<file path="src/pkg/rasc_consts.svh">
// Constants for the reset and address strap control block
`ifndef RASC_CONSTS_SVH
`define RASC_CONSTS_SVH
`define RASC_CLK_HZ 20000000
`define RASC_RST_MIN_NS 100000
`define RASC_RST_MIN_CYC ((`RASC_RST_MIN_NS * 20 + 999) / 1000)
`define RASC_START_MAX_MS 12
`define RASC_START_CYC (`RASC_START_MAX_MS * (`RASC_CLK_HZ / 1000))
`define RASC_ADDR_HI 7'h55
`define RASC_ADDR_LO 7'h54
`define RASC_MUTE_HALF 8'h19
`endif

</file>
<file path="src/pkg/rasc_pkg.sv">
// Types for the reset and address strap control block
package rasc_pkg;
	typedef enum logic [1:0] {
		RASC_HELD,
		RASC_STRAP,
		RASC_START,
		RASC_READY
	} rasc_state_t;
endpackage : rasc_pkg

</file>
<file path="src/logic/rasc_ctrl.sv">
// Reset sequencing, address strap latch and speaker fault pin control
//
// Operation
// RL1: The controller holds the active-low power-down input low at least 100 us to reset.
// RL2: The control port becomes usable within 12 ms of release; no access may start before.
// RL3: At power-up the shared pin is an input and its strapped level is sampled.
// RL4: High strap gives address 1010101, low gives 1010100, with the R/W bit eighth.
// RL5: After power-up a control setting can turn the shared pin into a fault output.
// RL6: Out of reset with no audio, the speaker outputs switch at a 50/50 mute pattern.
// RL7: With the fault output on, overcurrent, overtemperature and undervoltage drive it.
// RL8: The control port stays usable even when the audio master clock is absent.
// RL9: The latched address holds until the next reset, even after the pin is repurposed.
`timescale 1ns/1ps
`include "rasc_consts.svh"

module rasc_ctrl #(
	parameter int START_CYC = `RASC_START_CYC
) (
	input wire logic clk_sys, // System clock, 20 MHz
	input wire logic rst, // Power-on reset, active high
	input wire logic ce, // Clock enable, freezes all state when low
	input wire logic power_down_input_n, // Active-low reset pin from controller
	input wire logic adr_fault_i, // Shared pin, input level
	output logic adr_fault_o, // Shared pin, output level
	output logic adr_fault_oe, // Shared pin, high while driven
	input wire logic fault_pin_en, // Control setting: pin is fault output
	input wire logic fault_oc, // Overcurrent fault
	input wire logic fault_ot, // Overtemperature fault
	input wire logic fault_uv, // Undervoltage fault
	input wire logic audio_active, // Audio playback commanded
	input wire logic mclk_valid, // Audio master clock present
	output logic [6:0] slave_addr, // Latched control-port address
	output logic ctrl_port_ready, // Control port usable
	output logic reset_held, // Device held in reset
	output logic [2:0] err_status, // Live fault flags: uv, ot, oc
	output logic mute_pwm, // 50/50 idle mute pattern
	output logic mute_active // Mute pattern in use
);

	// ****************************************
	// Reset qualification and sequencing
	// ****************************************

	rasc_pkg::rasc_state_t state_q;
	logic [12:0] low_cnt_q;
	logic [$clog2(START_CYC+1)-1:0] start_cnt_q;
	logic low_ok;
	logic pin_low;

	assign pin_low = !power_down_input_n;
	// RL1 width check
	assign low_ok = (low_cnt_q >= 13'(`RASC_RST_MIN_CYC));

	// Counts how long the pin has been low; saturates to avoid wrap
	always_ff @(posedge clk_sys) begin
		if (rst) begin
			low_cnt_q <= '0;
		end else if (ce) begin
			if (!pin_low) begin
				low_cnt_q <= '0;
			end else if (!low_ok) begin
				low_cnt_q <= low_cnt_q + 13'h1;
			end
		end
	end

	// Short glitches never reset the device, only a full-width pulse
	always_ff @(posedge clk_sys) begin
		if (rst) begin
			state_q <= rasc_pkg::RASC_HELD;
			start_cnt_q <= '0;
		end else if (ce) begin
			case (state_q)
				rasc_pkg::RASC_HELD: begin
					start_cnt_q <= '0;
					if (!pin_low) begin
						state_q <= rasc_pkg::RASC_STRAP;
					end
				end
				rasc_pkg::RASC_STRAP: begin
					state_q <= rasc_pkg::RASC_START;
				end
				// RL2 startup delay
				rasc_pkg::RASC_START: begin
					if (low_ok) begin
						state_q <= rasc_pkg::RASC_HELD;
					end else if (start_cnt_q == ($bits(start_cnt_q))'(START_CYC - 1)) begin
						state_q <= rasc_pkg::RASC_READY;
					end else begin
						start_cnt_q <= start_cnt_q + 1'b1;
					end
				end
				rasc_pkg::RASC_READY: begin
					if (low_ok) begin
						state_q <= rasc_pkg::RASC_HELD;
					end
				end
				default: begin
					state_q <= rasc_pkg::RASC_HELD;
				end
			endcase
		end
	end

	assign reset_held = (state_q == rasc_pkg::RASC_HELD);
	// RL8 no audio clock needed
	assign ctrl_port_ready = (state_q == rasc_pkg::RASC_READY);

	// ****************************************
	// Address strap
	// ****************************************

	// RL3 sample strap
	// RL9 hold address
	always_ff @(posedge clk_sys) begin
		if (rst) begin
			slave_addr <= `RASC_ADDR_LO;
		end else if (ce && state_q == rasc_pkg::RASC_STRAP) begin
			// RL4 address select
			slave_addr <= adr_fault_i ? `RASC_ADDR_HI : `RASC_ADDR_LO;
		end
	end

	// ****************************************
	// Fault pin
	// ****************************************

	logic pin_is_fault;
	assign pin_is_fault = ctrl_port_ready && fault_pin_en;

	// RL7 fault reporting
	always_ff @(posedge clk_sys) begin
		if (rst) begin
			err_status <= 3'h0;
			adr_fault_o <= 1'b0;
		end else if (ce) begin
			err_status <= {fault_uv, fault_ot, fault_oc};
			adr_fault_o <= pin_is_fault && (fault_uv || fault_ot || fault_oc);
		end
	end

	// RL5 pin repurpose
	assign adr_fault_oe = pin_is_fault;

	// ****************************************
	// Idle mute pattern
	// ****************************************

	logic [7:0] mute_cnt_q;
	assign mute_active = !reset_held && !(audio_active && mclk_valid);

	// RL6 idle mute
	always_ff @(posedge clk_sys) begin
		if (rst) begin
			mute_cnt_q <= 8'h0;
			mute_pwm <= 1'b0;
		end else if (ce) begin
			if (!mute_active) begin
				mute_cnt_q <= 8'h0;
				mute_pwm <= 1'b0;
			end else if (mute_cnt_q == `RASC_MUTE_HALF) begin
				mute_cnt_q <= 8'h0;
				mute_pwm <= !mute_pwm;
			end else begin
				mute_cnt_q <= mute_cnt_q + 8'h1;
			end
		end
	end

	// ****************************************
	// Checks
	// ****************************************

	a_addr_stable: assert property (@(posedge clk_sys) disable iff (rst) // RL9
		(state_q == rasc_pkg::RASC_READY && $past(state_q) == rasc_pkg::RASC_READY)
		|-> $stable(slave_addr)) else $error("address changed while ready");

	a_addr_map: assert property (@(posedge clk_sys) disable iff (rst) // RL4
		(ce && state_q == rasc_pkg::RASC_STRAP)
		|=> slave_addr == ($past(adr_fault_i) ? `RASC_ADDR_HI : `RASC_ADDR_LO))
		else $error("bad address");

	a_pin_input: assert property (@(posedge clk_sys) disable iff (rst) // RL3
		!ctrl_port_ready |-> !adr_fault_oe) else $error("pin driven during power-up");

	a_fault_out: assert property (@(posedge clk_sys) disable iff (rst) // RL7
		(ce && pin_is_fault && fault_ot) |=> adr_fault_o) else $error("fault not shown");

	a_ready_late: assert property (@(posedge clk_sys) disable iff (rst) // RL2
		$rose(ctrl_port_ready) |-> $past(state_q) == rasc_pkg::RASC_START)
		else $error("ready without startup");

	a_mute_run: assert property (@(posedge clk_sys) disable iff (rst) // RL6
		(ce && mute_active && mute_cnt_q == `RASC_MUTE_HALF) |=> mute_pwm != $past(mute_pwm))
		else $error("mute pattern stalled");

	a_short_pulse: assert property (@(posedge clk_sys) disable iff (rst) // RL1
		(ctrl_port_ready && !low_ok) |=> (ctrl_port_ready || !ce))
		else $error("short pulse reset device");

	a_oe_follows: assert property (@(posedge clk_sys) disable iff (rst) // RL5
		(ctrl_port_ready && fault_pin_en) |-> adr_fault_oe) else $error("pin not repurposed");

	a_strap_next: assert property (@(posedge clk_sys) disable iff (rst) // RL3
		(ce && reset_held && power_down_input_n) |=> (state_q == rasc_pkg::RASC_STRAP))
		else $error("strap not sampled after release");

	a_low_reset: assert property (@(posedge clk_sys) disable iff (rst) // RL1
		(ce && low_ok && !reset_held) |=> reset_held) else $error("full pulse ignored");

	a_ready_count: assert property (@(posedge clk_sys) disable iff (rst) // RL2
		$rose(ctrl_port_ready) |-> (start_cnt_q == ($bits(start_cnt_q))'(START_CYC - 1)))
		else $error("startup count cut short");

	a_err_live: assert property (@(posedge clk_sys) disable iff (rst) // RL7
		ce |=> (err_status == {$past(fault_uv), $past(fault_ot), $past(fault_oc)}))
		else $error("fault status lost");

	a_fault_quiet: assert property (@(posedge clk_sys) disable iff (rst) // RL5
		(ce && !pin_is_fault) |=> !adr_fault_o) else $error("fault driven while input");

	a_mute_off: assert property (@(posedge clk_sys) disable iff (rst) // RL6
		(ce && !mute_active) |=> !mute_pwm) else $error("mute pattern left running");

endmodule : rasc_ctrl

</file>
<file path="config.mk">
export PLATFORM = sky130hd
export DESIGN_NAME = rasc_ctrl
export DESIGN_NICKNAME = d
export VERILOG_FILES = /design/src/pkg/rasc_pkg.sv /design/src/logic/rasc_ctrl.sv
export VERILOG_INCLUDE_DIRS = /design/src /design/src/pkg
export SDC_FILE = /design/constraint.sdc
export NUM_CORES = 1
export LEC_CHECK = 0
export ABC_AREA = 0
export ABC_CLOCK_PERIOD_IN_PS = 2500
export BUFFER_PORTS_ARGS = -buffer_cell sky130_fd_sc_hd__buf_2
export CAP_MARGIN = 20
export CORE_AREA = 2 2 77 79
export DETAILED_ROUTE_END_ITERATION = 10
export DIE_AREA = 0 0 79 81
export SYNTH_ARGS = -nofsm -noshare
export SYNTH_HDL_FRONTEND = slang
export SYNTH_SLANG_ARGS = --single-unit
</file>
<file path="constraint.sdc">
create_clock -name clk_sys -period 2.5 [get_ports clk_sys]
set_input_delay 0.25 -clock clk_sys [delete_from_list [all_inputs] [get_ports clk_sys]]
set_output_delay 0.25 -clock clk_sys [all_outputs]
set_load 0.01 [all_outputs]
</file>
# == Word-level counts from Yosys, hierarchy flattened ==
# Cells that the tools add are included.
# classes
n_lt_le_gt_ge,1
reduce_logical,16
muxes,15
n_addsub,3
n_eq_ne,12
# ops
cell,n
$mux 18,2
$pmux 18 s2,1
$mux 13,2
$add 18x1->18 const B,1
$eq 18x18->1 const B,1
$mux 8,2
$add 13x1->13 const B,1
$ge 13x11->1 const B,1
$add 8x1->8 const B,1
$eq 8x5->1 const B,1
$mux 2,4
$ne 2x2->1 const B,4
$pmux 2 s4,1
$reduce_and 4->1,2
$logic_and 1x1->1,5
$eq 2x2->1 const B,2
$ne 2x1->1 const B,2
$reduce_and 2->1,2
$logic_not 1->1,3
$mux 1,3
$ne 3x3->1 const B,1
$eq 2x1->1 const B,1
$logic_not 2->1,1
$logic_or 1x1->1,2
$reduce_bool 2->1,1
# totals
input_bits,11
register_bits,53
out_inout_bits,16
wordCells,55

# == Depth between registers and ports, before layout ==
# depth
depth_word,5
mapped_depth,7
mapped_depth_nobuf,6

# == Worst setup path before layout ==
# OpenSTA, ideal clock, no wires.
# synth_path
path_kind,reg-to-reg
startpoint,register start_cnt_q[10]
endpoint,register start_cnt_q[16]
slack_ns,0.782
t_arrival_ns,1.644
path_stages_with_launch,8
path_cell_list,dfxtp_1 -> buf_6 -> nand4bb_4 -> nor4_4 -> nand2_1 -> a41o_1 -> buf_6 -> a31oi_1
# synth_via
elab_chain_len,4
word_cells_on_any_way,7
# synth_lines
element,line,rtl
from (decl),rasc_ctrl.sv:46,logic [$clog2(START_CYC+1)-1:0] start_cnt_q;
from (signal assigned),rasc_ctrl.sv:90,start_cnt_q <= start_cnt_q + 1'b1;
$add 18x1->18,rasc_ctrl.sv:90,
$mux 18,rasc_ctrl.sv:87,end else if (start_cnt_q == ($bits(start_cnt_q))'(START_CYC - 1)) begin
$mux 18,rasc_ctrl.sv:85,if (low_ok) begin
$pmux 18 s2,rasc_ctrl.sv:73,case (state_q)
# Parallel ways exist; a longest one is shown, timed or not. The select of a mux whose other input is x is not followed.
# A chain may end at the register's enable or synchronous reset.

# == Worst setup path in the final report ==
# layout_path
startpoint,register start_cnt_q[0]
endpoint,register start_cnt_q[5]
# Same word-level chain as after synthesis.

==> flow_summary.ini <==
[routing]
num_vias = 2074
antenna_left = 0
wl_mm = 5.120
drtPass1Iterations = 4
drcViolationCount = 0
via_per_inst = 5.458
drt_iter0_markers = 108
drt-wirelength-per-cell_um = 13.47

[setup_path]
crit_arrival_ns = 2.19
slowest_delay_ns = 0.45
crit_top_cell = nand2_1
slowest_stage = a41o_1
regToRegEndpoint = start_cnt_q[5]$_SDFFE_PP0P_
ff2ff_setup_slack_ns = 0.54
crit_path_start_kind = flop
crit_buf_inv = 0
critical-path-top-delay-family = compound AO/OA/AOI/OAI gates
cp-end-kind = flop
cp_max_fo = 14
rr_worst_depth = 6
r2r_start = start_cnt_q[0]$_SDFFE_PP0P_
worst-setup-path-type = reg -> reg
worstPathRequired_ns = 2.73
crit_path_cell_trace = ha_1 > nand2_1 > nor2_1 > nand2_1 > a41o_1 > a31oi_1

[final_layout]
final_cell_mix = 47 x dfxtp_1, 34 x nor2_1, 25 x nand2_1
n_antenna_cell = 0
nNetsFinal = 320
fill_cells = 585
final_cells = 380
final_common_cell = dfxtp_1
area_growth_pct = 9.661
drive_above_1_share_pct = 13.44

[floorplan]
placementRows = 28
initial_core_util_pct = 42.22
die_h_um = 81
die_w_um = 79
ios = 27
design.die.area_um2 = 6399
design.core.area_um2 = 5675

[clock_tree]
h-tree-depth = 2
cts_sinks = 47
cts.clk_slew.worst_paths_ns = 0.09
postCtsHoldBufs = 0
cts_resized = 0
cts_buffer_depth = 2
cts_tree = done
numCtsBuffers = 5
clk_latency_ns = 0.30
cts_setup_buffers = 0
root_buffer = clkbuf_8

[timing]
slew_violations = 0
worst_pin_slew_ns = 0.6893
final.period_utilization_pct = 78.40
slew_headroom_pct = 54.05
setup_viol = 0
hold_violations = 0
clock.fmax_mhz = 510.2
tns_ns = 0
postLayoutSetupSlackWorst_ns = 0.5399
min_period_ns = 1.960
finalClockSkew_ns = 0.004815
rsz0062_at_grt = no

[global_routing]
grt_pass1_vias = 1903
grt_max_degree = 26
grt_first_pass_wirelength_mm = 8.887
grt_overflow = 0
antenna_found_initial = 0
track_usage_pct = 17.43

[synthesis]
yosys_warnings = 0
synth_top_area_share_pct = 39.27
yosysUniqueCellTypes = 50
synthAdderAreaFrac_pct = 2.611
synth_top_area_cell = dfxtp_1
synth-seq-area-share_pct = 39.27
syn_inst = 285
syn-cell-area_um2 = 2396
synth_area_leaders = dfxtp_1 39%, nor2_1 5.3%, a21oi_1 4.6%
synth_top_family_by_area = simple AND/OR/NAND/NOR gates
syn_area_per_cell_um2 = 8.407
ys_seq_elements = 47
synth_xor_xnor_area_share_pct = 4.752
yosys.area_share.simple_pct = 24.23
synth_compound_area_share_pct = 20.57
synth.area.mux_share_pct = 2.089

[place]
dp.cells = 372
portBuffers = 20
hpwl_mm = 3.621
place_ws_ns = 0.5568
gp_congestion = 0.8337

[power]
clkPwrFrac_pct = 35.2
internal-power_uw = 1001
switching_share_pct = 26.13
power_leakage_uw = 0.0009499
ir_drop_uv = 267.4
seqPwrFrac_pct = 57.0
p_sw_uw = 353.9
powerDensity_nw_per_um2 = 515.5
pwr-share-comb_pct = 7.8

[min_path]
hp-start = adr_fault_i
hold_class = in -> reg
hold_path_end = slave_addr[0]$_SDFFE_PP0P_
hold_depth = 3

[flow_run]
drv_cap = 0

[status]
status = completed
power by group through the flow:
stage	Clock [µW]	Sequential (µW)	Combinational (µW)
after floorplan	0	789	80.3
after global placement	0	789	106
after detailed placement	0	789	106
after CTS	496	772	107
after global routing	523	774	120
final	477	772	106
area by class of cell:
| cell class | instances | area, µm² | share of cell area [%] |
|---|---|---|---|
| multi-input cells | 214 | 1323 | 50.33 |
| flip-flops and latches | 47 | 940.9 | 35.81 |
| repair buffers | 25 | 137.6 | 5.238 |
| well taps | 75 | 93.84 | 3.571 |
| clock buffers | 5 | 68.82 | 2.619 |
| inverters | 11 | 41.29 | 1.571 |
| clock inverters | 3 | 22.52 | 0.8571 |
Yosys cell counts (all sizes together):
cell and n:
or4 2, buf 12, o21ai 14, nor2 34
nor3 7, o21a 6, a41oi 3, a221oi 2
o21bai 1, a21o 2, o2111ai 1, or2 1
o31ai 2, a211oi 2, nor4 4, clkbuf 5
or3 3, nor4bb 1, and3 4, nand4 10
nand2b 5, nand4b 1, mux2i 5, o211ai 4
a22o 1, xor2 8, a41o 3, and2 2
xnor2 5, inv 11, nand4bb 2, nor3b 2
conb 2, ha 5, dfxtp 47, nand3 7
a31oi 11, o311ai 1, nand2 25, a21oi 22
metrics by stage:
step                      hold WS, ns  instance area [µm²]  total power [µW]  util, %
final                          0.1757                 2628              1355    46.30
after global routing           0.1866                 2628              1418    46.30
after CTS                      0.1625                 2628              1375    46.30
after detailed placement       0.4498                 2536             895.6    44.69
after global placement         0.4417                 2536             895.6    44.69
after floorplan                0.3939                 2411             869.3        -
worst max-delay path by stage:
| stage | from | end | slack [ns] | cells past startpoint |
|---|---|---|---|---|
| 2_1_floorplan | start_cnt_q[10]$_SDFFE_PP0P_ | start_cnt_q[16]$_SDFFE_PP0P_ | 0.78 | 7 |
| 3_3_place_gp | start_cnt_q[0]$_SDFFE_PP0P_ | start_cnt_q[6]$_SDFFE_PP0P_ | 0.57 | 6 |
| 3_5_place_dp | start_cnt_q[0]$_SDFFE_PP0P_ | start_cnt_q[14]$_SDFFE_PP0P_ | 0.56 | 6 |
| 4_1_cts | start_cnt_q[0]$_SDFFE_PP0P_ | start_cnt_q[14]$_SDFFE_PP0P_ | 0.55 | 6 |
| 5_1_grt | start_cnt_q[7]$_SDFFE_PP0P_ | start_cnt_q[17]$_SDFFE_PP0P_ | 0.31 | 5 |
| 6_report | start_cnt_q[0]$_SDFFE_PP0P_ | start_cnt_q[5]$_SDFFE_PP0P_ | 0.54 | 6 |
metal layers:
metal | routed length [µm] | share of wire (%) | GRT usage [%] | vias up
met5 | 0 | 0 | 0 | -
met4 | 63 | 1.2 | 6.207 | 0
met3 | 210 | 4.1 | 3.222 | 5
met2 | 2238 | 44 | 27.03 | 35
met1 | 2607 | 51 | 24.35 | 981
li1 | - | - | - | 1053
sequential cells by signal (all words and copies together), names as in the netlist:
signal       count
low_cnt_q       13
slave_addr       1
start_cnt_q     18
mute_pwm         1
err_status       3
adr_fault_o      1
mute_cnt_q       8
state_q          2
worst register-to-register path, delay by kind of cell, from the launching register on:
kind	cells	cell delay, ns
DFF	1	0.42
AOI/OAI and AO/OA	2	0.70
and+or+nand+nor	3	0.53
adders and majority gates	1	0.23
cell families (layout without fill, tap and decap cells):
family,count (synthesis),count (layout)
DFF,47,47
other,2,6
adders and majority gates,5,5
AOI/OAI and AO/OA,75,75
muxes,5,5
xor gates and xnor gates,13,13
and+or+nand+nor,110,110
buffers and inverters,28,44
(Power assumes the default switching activity.)
